==> config.mk <==
export PLATFORM = sky130hd
export DESIGN_NAME = pwt_periodic_timer
export DESIGN_NICKNAME = d
export VERILOG_FILES = /design/src/shared/pwt_pkg.sv /design/src/rtl/pwt_periodic_timer.sv
export SDC_FILE = /design/constraint.sdc
export NUM_CORES = 1
export LEC_CHECK = 0
export BUFFER_PORTS_ARGS = -buffer_cell sky130_fd_sc_hd__buf_4
export CORE_MARGIN = 4
export CORE_UTILIZATION = 54
export CTS_CLUSTER_DIAMETER = 100
export DETAILED_ROUTE_END_ITERATION = 7
export PLACE_DENSITY = 0.78
export SETUP_SLACK_MARGIN = 0.4
export SLEW_MARGIN = 0
export SYNTH_ARGS = -nofsm -noshare
export SYNTH_HDL_FRONTEND = slang
export SYNTH_SLANG_ARGS = --single-unit
==> constraint.sdc <==
create_clock -name clk_sys -period 4.3 [get_ports clk_sys]
set_clock_uncertainty 0.1 [all_clocks]
set_input_delay 0.645 -clock clk_sys [delete_from_list [all_inputs] [get_ports clk_sys]]
set_output_delay 0.645 -clock clk_sys [all_outputs]
set_load 0.01 [all_outputs]
==> src/shared/pwt_pkg.sv <==
`default_nettype none
package pwt_pkg;
    localparam int ADDR_W = 12;
    localparam int DATA_W = 32;
    // register indices; byte address is four times the index
    localparam logic [11:0] IDX_CTRL  = 12'h02f2;
    localparam logic [11:0] IDX_TRIM  = 12'h02f3;
    localparam logic [11:0] IDX_RATEH = 12'h02f4;
    localparam logic [11:0] IDX_RATEL = 12'h02f5;
    localparam logic [11:0] IDX_RSVD  = 12'h02f6;
    localparam logic [11:0] IDX_STAT  = 12'h0300;
    localparam logic [11:0] IDX_MASK  = 12'h0301;
    localparam logic [11:0] ADDR_CTRL  = {IDX_CTRL[9:0], 2'b00};
    localparam logic [11:0] ADDR_TRIM  = {IDX_TRIM[9:0], 2'b00};
    localparam logic [11:0] ADDR_RATEH = {IDX_RATEH[9:0], 2'b00};
    localparam logic [11:0] ADDR_RATEL = {IDX_RATEL[9:0], 2'b00};
    localparam logic [11:0] ADDR_RSVD  = {IDX_RSVD[9:0], 2'b00};
    localparam logic [11:0] ADDR_STAT  = {IDX_STAT[9:0], 2'b00};
    localparam logic [11:0] ADDR_MASK  = {IDX_MASK[9:0], 2'b00};
    // control field positions
    localparam int CTL_TBSEL = 7;
    localparam int CTL_WAVE  = 4;
    localparam int CTL_PINOE = 3;
    localparam int CTL_FE    = 2;
    localparam int CTL_IE    = 1;
    localparam int CTL_FLAG  = 0;
    localparam int TRIM_LSB  = 2;
    localparam int TRIM_W    = 6;
    localparam int RATE_W    = 16;
    // reset values
    localparam logic [7:0]  CTRL_RST = 8'h00;
    localparam logic [5:0]  TRIM_RST = 6'h00;
    localparam logic [15:0] RATE_RST = 16'h0000;
    // timing
    localparam int CLK_PERIOD_NS    = 20;
    localparam int OSC_TICK_NS      = 100000;
    localparam int OSC_TICK_CYCLES  = OSC_TICK_NS / CLK_PERIOD_NS;
    localparam int TRIM_STEP_CYCLES = 16;
    localparam int TRIM_TOP_WEIGHT  = 32;

    typedef struct packed {
        logic        psel;
        logic        penable;
        logic        pwrite;
        logic [11:0] paddr;
        logic [31:0] pwdata;
    } pwt_apb_req_t;

    typedef struct packed {
        logic        pready;
        logic        pslverr;
        logic [31:0] prdata;
    } pwt_apb_rsp_t;

    typedef struct packed {
        logic         tbsel;
        logic         wave_sel;
        logic         pin_oe;
        logic         fe;
        logic         irq_en;
        logic         flag;
        logic [5:0]   trim;
        logic [15:0]  rate;
        logic [15:0]  presc;
        logic [16:0]  per_cnt;
        logic         toggle;
        logic         pulse;
        logic         pin;
        logic         irq;
        pwt_apb_rsp_t rsp;
    } pwt_state_t;
endpackage
`default_nettype wire

==> src/rtl/pwt_periodic_timer.sv <==
// Summary of operation
// - control bit 7 picks time base: 0 internal oscillator, 1 bus clock.
// - time base bit not writable while enabled or enabled by same write.
// - bit 4 picks pin clock of twice period, else end-of-period pulse.
// - pin shows waveform only when pin enable bit 3 and enable set.
// - enable bit 2 starts the periodic timer; clearing it stops it.
// - interrupt requested while timeout flag and enable bit 1 both set.
// - timeout flag bit 0 sets each time the period elapses.
// - flag clears only on writing one; writing zero leaves it.
// - software clear beats a same-cycle timeout; flag stays clear.
// - trim bits 7..2; top bit lengthens, lower bits shorten less.
// - trim field resets to zero or a factory preset.
// - 16-bit rate in high/low bytes, writable only while disabled.
// - oscillator period is 2*(rate+1) ticks of 0.1 ms.
// - bus clock period is 2*(rate+1) bus clock cycles.
// - after a timeout the timer restarts on its own.
// - with bus clock selected a stopped clock freezes the count.
`timescale 1ns/1ns
`default_nettype none
module pwt_periodic_timer #(
    parameter int unsigned OSC_TICK_CYCLES  = pwt_pkg::OSC_TICK_CYCLES,
    parameter int unsigned TRIM_STEP_CYCLES = pwt_pkg::TRIM_STEP_CYCLES,
    parameter logic [5:0]  FACTORY_TRIM     = pwt_pkg::TRIM_RST
) (
    input  wire logic                  clk_sys,
    input  wire logic                  rst_n,
    input  wire pwt_pkg::pwt_apb_req_t apb_req,
    output var pwt_pkg::pwt_apb_rsp_t  apb_rsp,
    output var logic                   wake_pin,
    output var logic                   irq
);
    pwt_pkg::pwt_state_t s;
    pwt_pkg::pwt_state_t next_s;

    logic [15:0] tick_len;
    logic [15:0] trim_up;
    logic [15:0] trim_dn;
    logic        tick;
    logic        timeout;
    logic        wr_go;
    logic        hit;
    logic [31:0] rd_data;

    // trim weights: top bit adds 32 steps, lower bits remove 16..1
    assign trim_up = s.trim[5] ?
        16'(TRIM_STEP_CYCLES * pwt_pkg::TRIM_TOP_WEIGHT) : 16'h0000;
    assign trim_dn = 16'(TRIM_STEP_CYCLES) * 16'(s.trim[4:0]);
    assign tick_len = 16'(OSC_TICK_CYCLES) + trim_up - trim_dn;

    // bus mode ticks every edge; a stopped clock simply freezes it
    assign tick = s.fe & (s.tbsel |
                  (s.presc == tick_len - 16'h0001));
    // two ticks per rate step: count 0 .. 2*rate+1
    assign timeout = tick & (s.per_cnt == {s.rate, 1'b1});

    // write takes effect at the edge where the master sees pready
    assign wr_go = apb_req.psel & apb_req.penable &
                   apb_req.pwrite & s.rsp.pready;

    always_comb begin
        hit = 1'b1;
        rd_data = 32'h0000_0000;
        unique case (apb_req.paddr)
            pwt_pkg::ADDR_CTRL:
                rd_data = 32'({s.tbsel, 2'b00, s.wave_sel, s.pin_oe,
                               s.fe, s.irq_en, s.flag});
            pwt_pkg::ADDR_TRIM:
                rd_data = 32'({s.trim, 2'b00});
            pwt_pkg::ADDR_RATEH:
                rd_data = 32'(s.rate[15:8]);
            pwt_pkg::ADDR_RATEL:
                rd_data = 32'(s.rate[7:0]);
            pwt_pkg::ADDR_RSVD:
                rd_data = 32'h0000_0000;
            pwt_pkg::ADDR_STAT:
                rd_data = 32'(s.flag);
            pwt_pkg::ADDR_MASK:
                rd_data = 32'(s.irq_en);
            default:
                hit = 1'b0;
        endcase
    end

    always_comb begin
        next_s = s;
        // period counting
        if (!s.fe) begin
            next_s.presc = 16'h0000;
            next_s.per_cnt = 17'h0_0000;
            next_s.toggle = 1'b0;
            next_s.pulse = 1'b0;
        end else begin
            if (s.tbsel || tick) begin
                next_s.presc = 16'h0000;
            end else begin
                next_s.presc = s.presc + 16'h0001;
            end
            if (timeout) begin
                next_s.per_cnt = 17'h0_0000;
            end else if (tick) begin
                next_s.per_cnt = s.per_cnt + 17'h0_0001;
            end
            if (timeout) begin
                next_s.flag = 1'b1;
                next_s.toggle = ~s.toggle;
                next_s.pulse = 1'b1;
            end else if (tick) begin
                // pulse lasts one tick, half the shortest period
                next_s.pulse = 1'b0;
            end
        end

        // apb: one wait state so read data comes from a flop
        next_s.rsp.pready = apb_req.psel & apb_req.penable &
                            ~s.rsp.pready;
        next_s.rsp.pslverr = 1'b0;
        next_s.rsp.prdata = 32'h0000_0000;
        if (next_s.rsp.pready) begin
            next_s.rsp.pslverr = ~hit;
            if (hit && !apb_req.pwrite) begin
                next_s.rsp.prdata = rd_data;
            end
        end

        // writes come after the timeout set so a clear wins
        if (wr_go) begin
            unique case (apb_req.paddr)
                pwt_pkg::ADDR_CTRL: begin
                    next_s.wave_sel = apb_req.pwdata[pwt_pkg::CTL_WAVE];
                    next_s.pin_oe = apb_req.pwdata[pwt_pkg::CTL_PINOE];
                    next_s.fe = apb_req.pwdata[pwt_pkg::CTL_FE];
                    next_s.irq_en = apb_req.pwdata[pwt_pkg::CTL_IE];
                    if (!s.fe && !apb_req.pwdata[pwt_pkg::CTL_FE]) begin
                        next_s.tbsel =
                            apb_req.pwdata[pwt_pkg::CTL_TBSEL];
                    end
                    if (apb_req.pwdata[pwt_pkg::CTL_FLAG]) begin
                        next_s.flag = 1'b0;
                    end
                end
                pwt_pkg::ADDR_STAT: begin
                    if (apb_req.pwdata[0]) begin
                        next_s.flag = 1'b0;
                    end
                end
                pwt_pkg::ADDR_MASK: begin
                    next_s.irq_en = apb_req.pwdata[0];
                end
                pwt_pkg::ADDR_TRIM: begin
                    next_s.trim = apb_req.pwdata[7:2];
                end
                pwt_pkg::ADDR_RATEH: begin
                    if (!s.fe) begin
                        next_s.rate[15:8] = apb_req.pwdata[7:0];
                    end
                end
                pwt_pkg::ADDR_RATEL: begin
                    if (!s.fe) begin
                        next_s.rate[7:0] = apb_req.pwdata[7:0];
                    end
                end
                default: begin
                end
            endcase
        end

        next_s.pin = next_s.fe & next_s.pin_oe &
            (next_s.wave_sel ? next_s.toggle : next_s.pulse);
        next_s.irq = next_s.flag & next_s.irq_en;
    end

    always_ff @(posedge clk_sys or negedge rst_n) begin
        if (!rst_n) begin
            s <= '0;
            s.tbsel <= pwt_pkg::CTRL_RST[pwt_pkg::CTL_TBSEL];
            s.wave_sel <= pwt_pkg::CTRL_RST[pwt_pkg::CTL_WAVE];
            s.pin_oe <= pwt_pkg::CTRL_RST[pwt_pkg::CTL_PINOE];
            s.fe <= pwt_pkg::CTRL_RST[pwt_pkg::CTL_FE];
            s.irq_en <= pwt_pkg::CTRL_RST[pwt_pkg::CTL_IE];
            s.flag <= pwt_pkg::CTRL_RST[pwt_pkg::CTL_FLAG];
            s.trim <= FACTORY_TRIM;
            s.rate <= pwt_pkg::RATE_RST;
        end else begin
            s <= next_s;
        end
    end

    assign apb_rsp = s.rsp;
    assign wake_pin = s.pin;
    assign irq = s.irq;

    logic ctrl_wr;
    logic stat_wr;
    logic trim_wr;
    logic mask_wr;
    logic rateh_wr;
    logic ratel_wr;

    // decoded write strobes for the checks below
    assign ctrl_wr  = wr_go & (apb_req.paddr == pwt_pkg::ADDR_CTRL);
    assign stat_wr  = wr_go & (apb_req.paddr == pwt_pkg::ADDR_STAT);
    assign trim_wr  = wr_go & (apb_req.paddr == pwt_pkg::ADDR_TRIM);
    assign mask_wr  = wr_go & (apb_req.paddr == pwt_pkg::ADDR_MASK);
    assign rateh_wr = wr_go & (apb_req.paddr == pwt_pkg::ADDR_RATEH);
    assign ratel_wr = wr_go & (apb_req.paddr == pwt_pkg::ADDR_RATEL);

    irq_level_a: assert property (
        @(posedge clk_sys) disable iff (!rst_n)
        irq == (s.flag && s.irq_en))
        else $error("irq does not follow flag and enable");

    irq_hold_a: assert property (
        @(posedge clk_sys) disable iff (!rst_n)
        (irq && !wr_go) |=> irq)
        else $error("irq dropped without a register write");

    tbsel_lock_a: assert property (
        @(posedge clk_sys) disable iff (!rst_n)
        (s.fe || (wr_go && apb_req.pwdata[pwt_pkg::CTL_FE]))
        |=> $stable(s.tbsel))
        else $error("time base changed while enabled");

    rate_lock_a: assert property (
        @(posedge clk_sys) disable iff (!rst_n)
        s.fe |=> $stable(s.rate))
        else $error("rate changed while enabled");

    flag_clear_wins_a: assert property (
        @(posedge clk_sys) disable iff (!rst_n)
        (wr_go && apb_req.paddr == pwt_pkg::ADDR_STAT &&
         apb_req.pwdata[0]) |=> !s.flag)
        else $error("flag not cleared by write of one");

    flag_sticky_a: assert property (
        @(posedge clk_sys) disable iff (!rst_n)
        (s.flag && !wr_go) |=> s.flag)
        else $error("flag cleared without a write");

    flag_set_a: assert property (
        @(posedge clk_sys) disable iff (!rst_n)
        (timeout && !wr_go) |=> s.flag ##0 s.per_cnt == 17'h0_0000)
        else $error("timeout did not set flag and restart");

    held_idle_a: assert property (
        @(posedge clk_sys) disable iff (!rst_n)
        !$past(s.fe) |-> (s.per_cnt == 17'h0_0000 &&
                          s.presc == 16'h0000))
        else $error("counter not held while disabled");

    pin_gate_a: assert property (
        @(posedge clk_sys) disable iff (!rst_n)
        wake_pin |-> (s.fe && s.pin_oe))
        else $error("pin active while gated off");

    clock_wave_a: assert property (
        @(posedge clk_sys) disable iff (!rst_n)
        (timeout && s.fe) |=> (s.toggle != $past(s.toggle)))
        else $error("pin clock did not toggle at timeout");

    pulse_cause_a: assert property (
        @(posedge clk_sys) disable iff (!rst_n)
        $rose(s.pulse) |-> $past(timeout))
        else $error("pulse without a timeout");

    bus_period_a: assert property (
        @(posedge clk_sys) disable iff (!rst_n)
        (s.fe && s.tbsel && s.rate == 16'h0000 &&
         s.per_cnt == 17'h0_0000 && !wr_go) |-> ##1 timeout)
        else $error("bus mode rate zero not two cycles");

    osc_freeze_a: assert property (
        @(posedge clk_sys) disable iff (!rst_n)
        (s.fe && !s.tbsel && !tick) |=> $stable(s.per_cnt))
        else $error("count moved between oscillator ticks");

    tbsel_write_a: assert property (
        @(posedge clk_sys) disable iff (!rst_n)
        (ctrl_wr && !s.fe && !apb_req.pwdata[pwt_pkg::CTL_FE])
        |=> s.tbsel == $past(apb_req.pwdata[pwt_pkg::CTL_TBSEL]))
        else $error("time base bit not taken while disabled");

    wave_clock_a: assert property (
        @(posedge clk_sys) disable iff (!rst_n)
        (s.fe && s.pin_oe && s.wave_sel && !wr_go)
        |=> wake_pin == s.toggle)
        else $error("pin does not show the clock waveform");

    wave_pulse_a: assert property (
        @(posedge clk_sys) disable iff (!rst_n)
        (s.fe && s.pin_oe && !s.wave_sel && !wr_go)
        |=> wake_pin == s.pulse)
        else $error("pin does not show the pulse waveform");

    pulse_end_a: assert property (
        @(posedge clk_sys) disable iff (!rst_n)
        (s.pulse && tick && !timeout)
        |=> !s.pulse)
        else $error("pulse longer than one tick");

    pin_oe_write_a: assert property (
        @(posedge clk_sys) disable iff (!rst_n)
        ctrl_wr
        |=> s.pin_oe == $past(apb_req.pwdata[pwt_pkg::CTL_PINOE]))
        else $error("pin enable bit not written");

    fe_write_a: assert property (
        @(posedge clk_sys) disable iff (!rst_n)
        ctrl_wr
        |=> s.fe == $past(apb_req.pwdata[pwt_pkg::CTL_FE]))
        else $error("enable bit not written");

    count_step_a: assert property (
        @(posedge clk_sys) disable iff (!rst_n)
        (tick && !timeout)
        |=> s.per_cnt == $past(s.per_cnt) + 17'h0_0001)
        else $error("period count did not advance on a tick");

    irq_mask_a: assert property (
        @(posedge clk_sys) disable iff (!rst_n)
        mask_wr
        |=> s.irq_en == $past(apb_req.pwdata[0]))
        else $error("interrupt enable alias not written");

    ctrl_keep_a: assert property (
        @(posedge clk_sys) disable iff (!rst_n)
        (ctrl_wr && s.flag && !apb_req.pwdata[pwt_pkg::CTL_FLAG])
        |=> s.flag)
        else $error("flag cleared by writing zero");

    stat_keep_a: assert property (
        @(posedge clk_sys) disable iff (!rst_n)
        (stat_wr && s.flag && !apb_req.pwdata[0])
        |=> s.flag)
        else $error("status flag cleared by writing zero");

    ctrl_clear_a: assert property (
        @(posedge clk_sys) disable iff (!rst_n)
        (ctrl_wr && apb_req.pwdata[pwt_pkg::CTL_FLAG])
        |=> !s.flag)
        else $error("flag not cleared through control");

    trim_write_a: assert property (
        @(posedge clk_sys) disable iff (!rst_n)
        trim_wr
        |=> s.trim == $past(apb_req.pwdata[7:2]))
        else $error("trim field not written");

    trim_up_a: assert property (
        @(posedge clk_sys) disable iff (!rst_n)
        s.trim[5]
        |-> tick_len >= 16'(OSC_TICK_CYCLES))
        else $error("top trim bit shortened the tick");

    rate_low_a: assert property (
        @(posedge clk_sys) disable iff (!rst_n)
        (ratel_wr && !s.fe)
        |=> s.rate[7:0] == $past(apb_req.pwdata[7:0]))
        else $error("rate low byte not written");

    rate_high_a: assert property (
        @(posedge clk_sys) disable iff (!rst_n)
        (rateh_wr && !s.fe)
        |=> s.rate[15:8] == $past(apb_req.pwdata[7:0]))
        else $error("rate high byte not written");

    presc_step_a: assert property (
        @(posedge clk_sys) disable iff (!rst_n)
        (s.fe && !s.tbsel && !tick)
        |=> s.presc == $past(s.presc) + 16'h0001)
        else $error("oscillator prescaler did not advance");

    count_restart_a: assert property (
        @(posedge clk_sys) disable iff (!rst_n)
        timeout
        |=> (s.per_cnt == 17'h0_0000 && s.presc == 16'h0000))
        else $error("timer did not restart after timeout");

    enable_start_a: assert property (
        @(posedge clk_sys) disable iff (!rst_n)
        $rose(s.fe)
        |-> (s.per_cnt == 17'h0_0000 && s.presc == 16'h0000))
        else $error("enable did not begin a full period");
endmodule
`default_nettype wire

==> results.md <==
* CTS Buffer Depth at 2
* Fin crit share at 82.9%
* Most used DFF post-synth: dfrtp_1
* Row Count at 33
* Req. time, crit path at 4.45 ns
* Syn Inst Count at 473
* Slack of the critical path at 0.737 ns
* CTS Buf Count at 9
* Post-CTS sizing at 0
* Post-synth EDFFs at 0
* Synth area leader: dfrtp_1
* Core area at 8180 µm²
* HPWL Detailed at 7730 µm
* Post-CTS setup buffer count at 0
* Tightest Pin Transition at 1.18 ns
* Ant diodes at 0
* Util after Layout at 60.2%
* Startpoint types: register
* All-Layer GR Usage at 21.8%
* Full die area at 9910 µm²
* Worst Setup Path Type: register to register
* Crit path max fanout at 11
* Via/cell ratio at 5.85
* Initial Util at 55.4%
* Largest net degree at the start of global routing at 76
* # IOs at 85
* Vias in the first global route at 3419
* Clock slew at reported path FFs at 0.08 ns
* Die Height at 99.6 µm
* RSZ-0062 raised after global routing: no
* CP max stage cell: nor3_1
* Post-placement cell area at 4720 µm²
* Worst R2R Setup Slack at 0.74 ns
* CTS tree: built
* Outcome: completed
* Netlist area before placement at 4530 µm²
* Yosys reg bits at 75
* Setup crit end kind: register
* Top cell type's share of synthesized area at 41.4%
* Synthesis Warnings at 0
* Routed WL at 10300 µm
* Slew HR at 20.9%
* Tmin final at 3.56 ns
* Distinct cells, synth at 58
* Clock latency at the later pin of the worst-skew pair at 0.35 ns
* GPL Wtd Cong at 0.918
* FF-to-FF Start: s[90]$_DFFE_PN0P_
* Setup TNS at 0 ns
* Area Growth Syn to Fin at 8.68%
* CP cell instances: inv_1, ha_1, and4b_2, nor4b_1, o21a_1, o31a_1, nor3_1, o21ai_0, o41ai_2
* Worst reg-to-reg path cell count at 9
* Hold_buf cts at 0
* Wire length per cell at 17.0 µm
* Worst R2R End: s[48]$_DFFE_PN0P_
* Post-layout net count at 555
* Setup Viol. Count Final at 0
* Slew Viols, Final at 0
* Asr flop ratio synth at 100%
* Initial DRC count at 252
* Synth top area cells: dfrtp_1 (41%), buf_4 (5.6%), xor2_1 (5.0%)
* Count leader, synth: dfrtp_1
* CTS sink cnt at 75
* DRC at 0
* Initial antenna violation count at 0
* Maximum clock rate at 281 MHz
* CTS H-Tree Depth at 3
* Mean Syn Cell Area at 9.57 µm²
* Share of cells above drive strength 1 at 18.3%
* LEAKAGE at 2.24 nW
* MaxCap Viol Count at 0
* Largest stage delay, worst path at 0.97 ns
* Via count at 3555
* I/O Buffers at 36
* Total congestion overflow at 0
* Hold Path Class: input pin to async pin
* First-pass GRT wire length at 17100 µm
* CP Data Arrival Time at 3.71 ns
* Hold WS at 0.320 ns
* DP Worst Slack at 0.773 ns
* Root buffer cell: clkbuf_8
* Fin. Hold Viols at 0
* Final ANT Viol Nets at 0
* Commonest cells post-synth: dfrtp_1 (75), nor2_1 (44), nand2_1 (43)
* Peak VDD IR at 0.000153 V
* Drt first pass iters at 5
* Fin area at 4920 µm²
* Sequential area share after synthesis at 41.4%
* Floorplan die width at 99.6 µm
* Power Density at 281 nW/µm²
[per-layer routing]
layer / GRT usage [%] / vias up / routed length, µm
li1: - / 1681 / -
met1: 29.8 / 1745 / 4490
met2: 35.2 / 118 / 5020
met3: 4.07 / 11 / 711
met4: 6.93 / 0 / 129
met5: 0 / - / 0
[cell families (layout without fill, tap and decap cells)]
logic type	count (synthesis)	count (layout)	synth area share [%]
compound gates	82	82	13.6
xor+xnor	44	44	8.51
fa+ha+maj	7	7	1.93
buf+inv	68	75	8.87
flops	75	75	41.4
mux	21	21	5.19
other cells	1	24	0.0828
simple gates	175	175	20.3
[cell type report]
class                   instances  area [µm²]
clock buffers                  11         151
clock inverters                 4        50.0
fillers                       701        3250
inverters                      20        75.1
multi-input cells             353        2340
flip-flops and latches         75        1880
well taps                     105         131
repair buffers                 40         300
[flip-flops by register name (all words and copies together) (netlist names)]
name,cells
irq,1
apb_rsp,10
s,63
wake_pin,1
[stage by stage]
step	total power [W]	instances
2_1_floorplan	0.000815	496
3_3_place_gp	0.000844	593
3_5_place_dp	0.000848	593
4_1_cts	0.00140	608
5_1_grt	0.00144	608
6_report	0.00138	608
[layout by cell type, fill, tap and decap left out, types with 3 or more instances in the layout]
cell type | Yosys | routed
a21oi_1 | 9 | 9
a222oi_1 | 4 | 4
a22oi_1 | 9 | 9
and3_1 | 11 | 11
buf_4 | 34 | 40
clkbuf_8 | 0 | 11
conb_1 | 1 | 24
dfrtp_1 | 75 | 75
ha_1 | 7 | 7
inv_1 | 20 | 20
mux2_2 | 20 | 20
nand2_1 | 43 | 43
nand2b_1 | 4 | 4
nand3_1 | 16 | 16
nand4_1 | 7 | 7
nor2_1 | 44 | 44
nor3_1 | 15 | 15
nor4_1 | 11 | 11
nor4b_1 | 6 | 6
o21a_1 | 3 | 3
o21ai_0 | 19 | 19
o22ai_1 | 17 | 17
o41ai_2 | 3 | 3
xnor2_1 | 18 | 18
xor2_1 | 26 | 26
[critical path, delay by kind of cell, from the launching register on]
family | cells | cell delay, ns
adders and majority gates | 1 | 0.43
AOI/OAI and AO/OA | 4 | 0.95
and+or+nand+nor | 3 | 1.36
buffers and inverters | 1 | 0.10
DFF | 1 | 0.51
[report_power, final]
group	switching (W)	internal, W	leakage [nW]
Combinational	0.0000690	0.0000457	1.14
Clock	0.000253	0.000295	0.0974
Sequential	0.00000833	0.000711	1.00
Total	0.000330	0.00105	2.24
[how the worst max path moves through the flow]
stage,start,to
CTS,s[90]$_DFFE_PN0P_,s[45]$_DFFE_PN0P_
global placement,s[90]$_DFFE_PN0P_,s[48]$_DFFE_PN0P_
floorplan,s[87]$_DFFE_PN0P_,s[44]$_DFFE_PN0P_
finish,s[90]$_DFFE_PN0P_,s[48]$_DFFE_PN0P_
detailed placement,s[90]$_DFFE_PN0P_,s[48]$_DFFE_PN0P_
global route,s[90]$_DFFE_PN0P_,s[45]$_DFFE_PN0P_
Note: power is estimated with default switching activity, not from simulation.
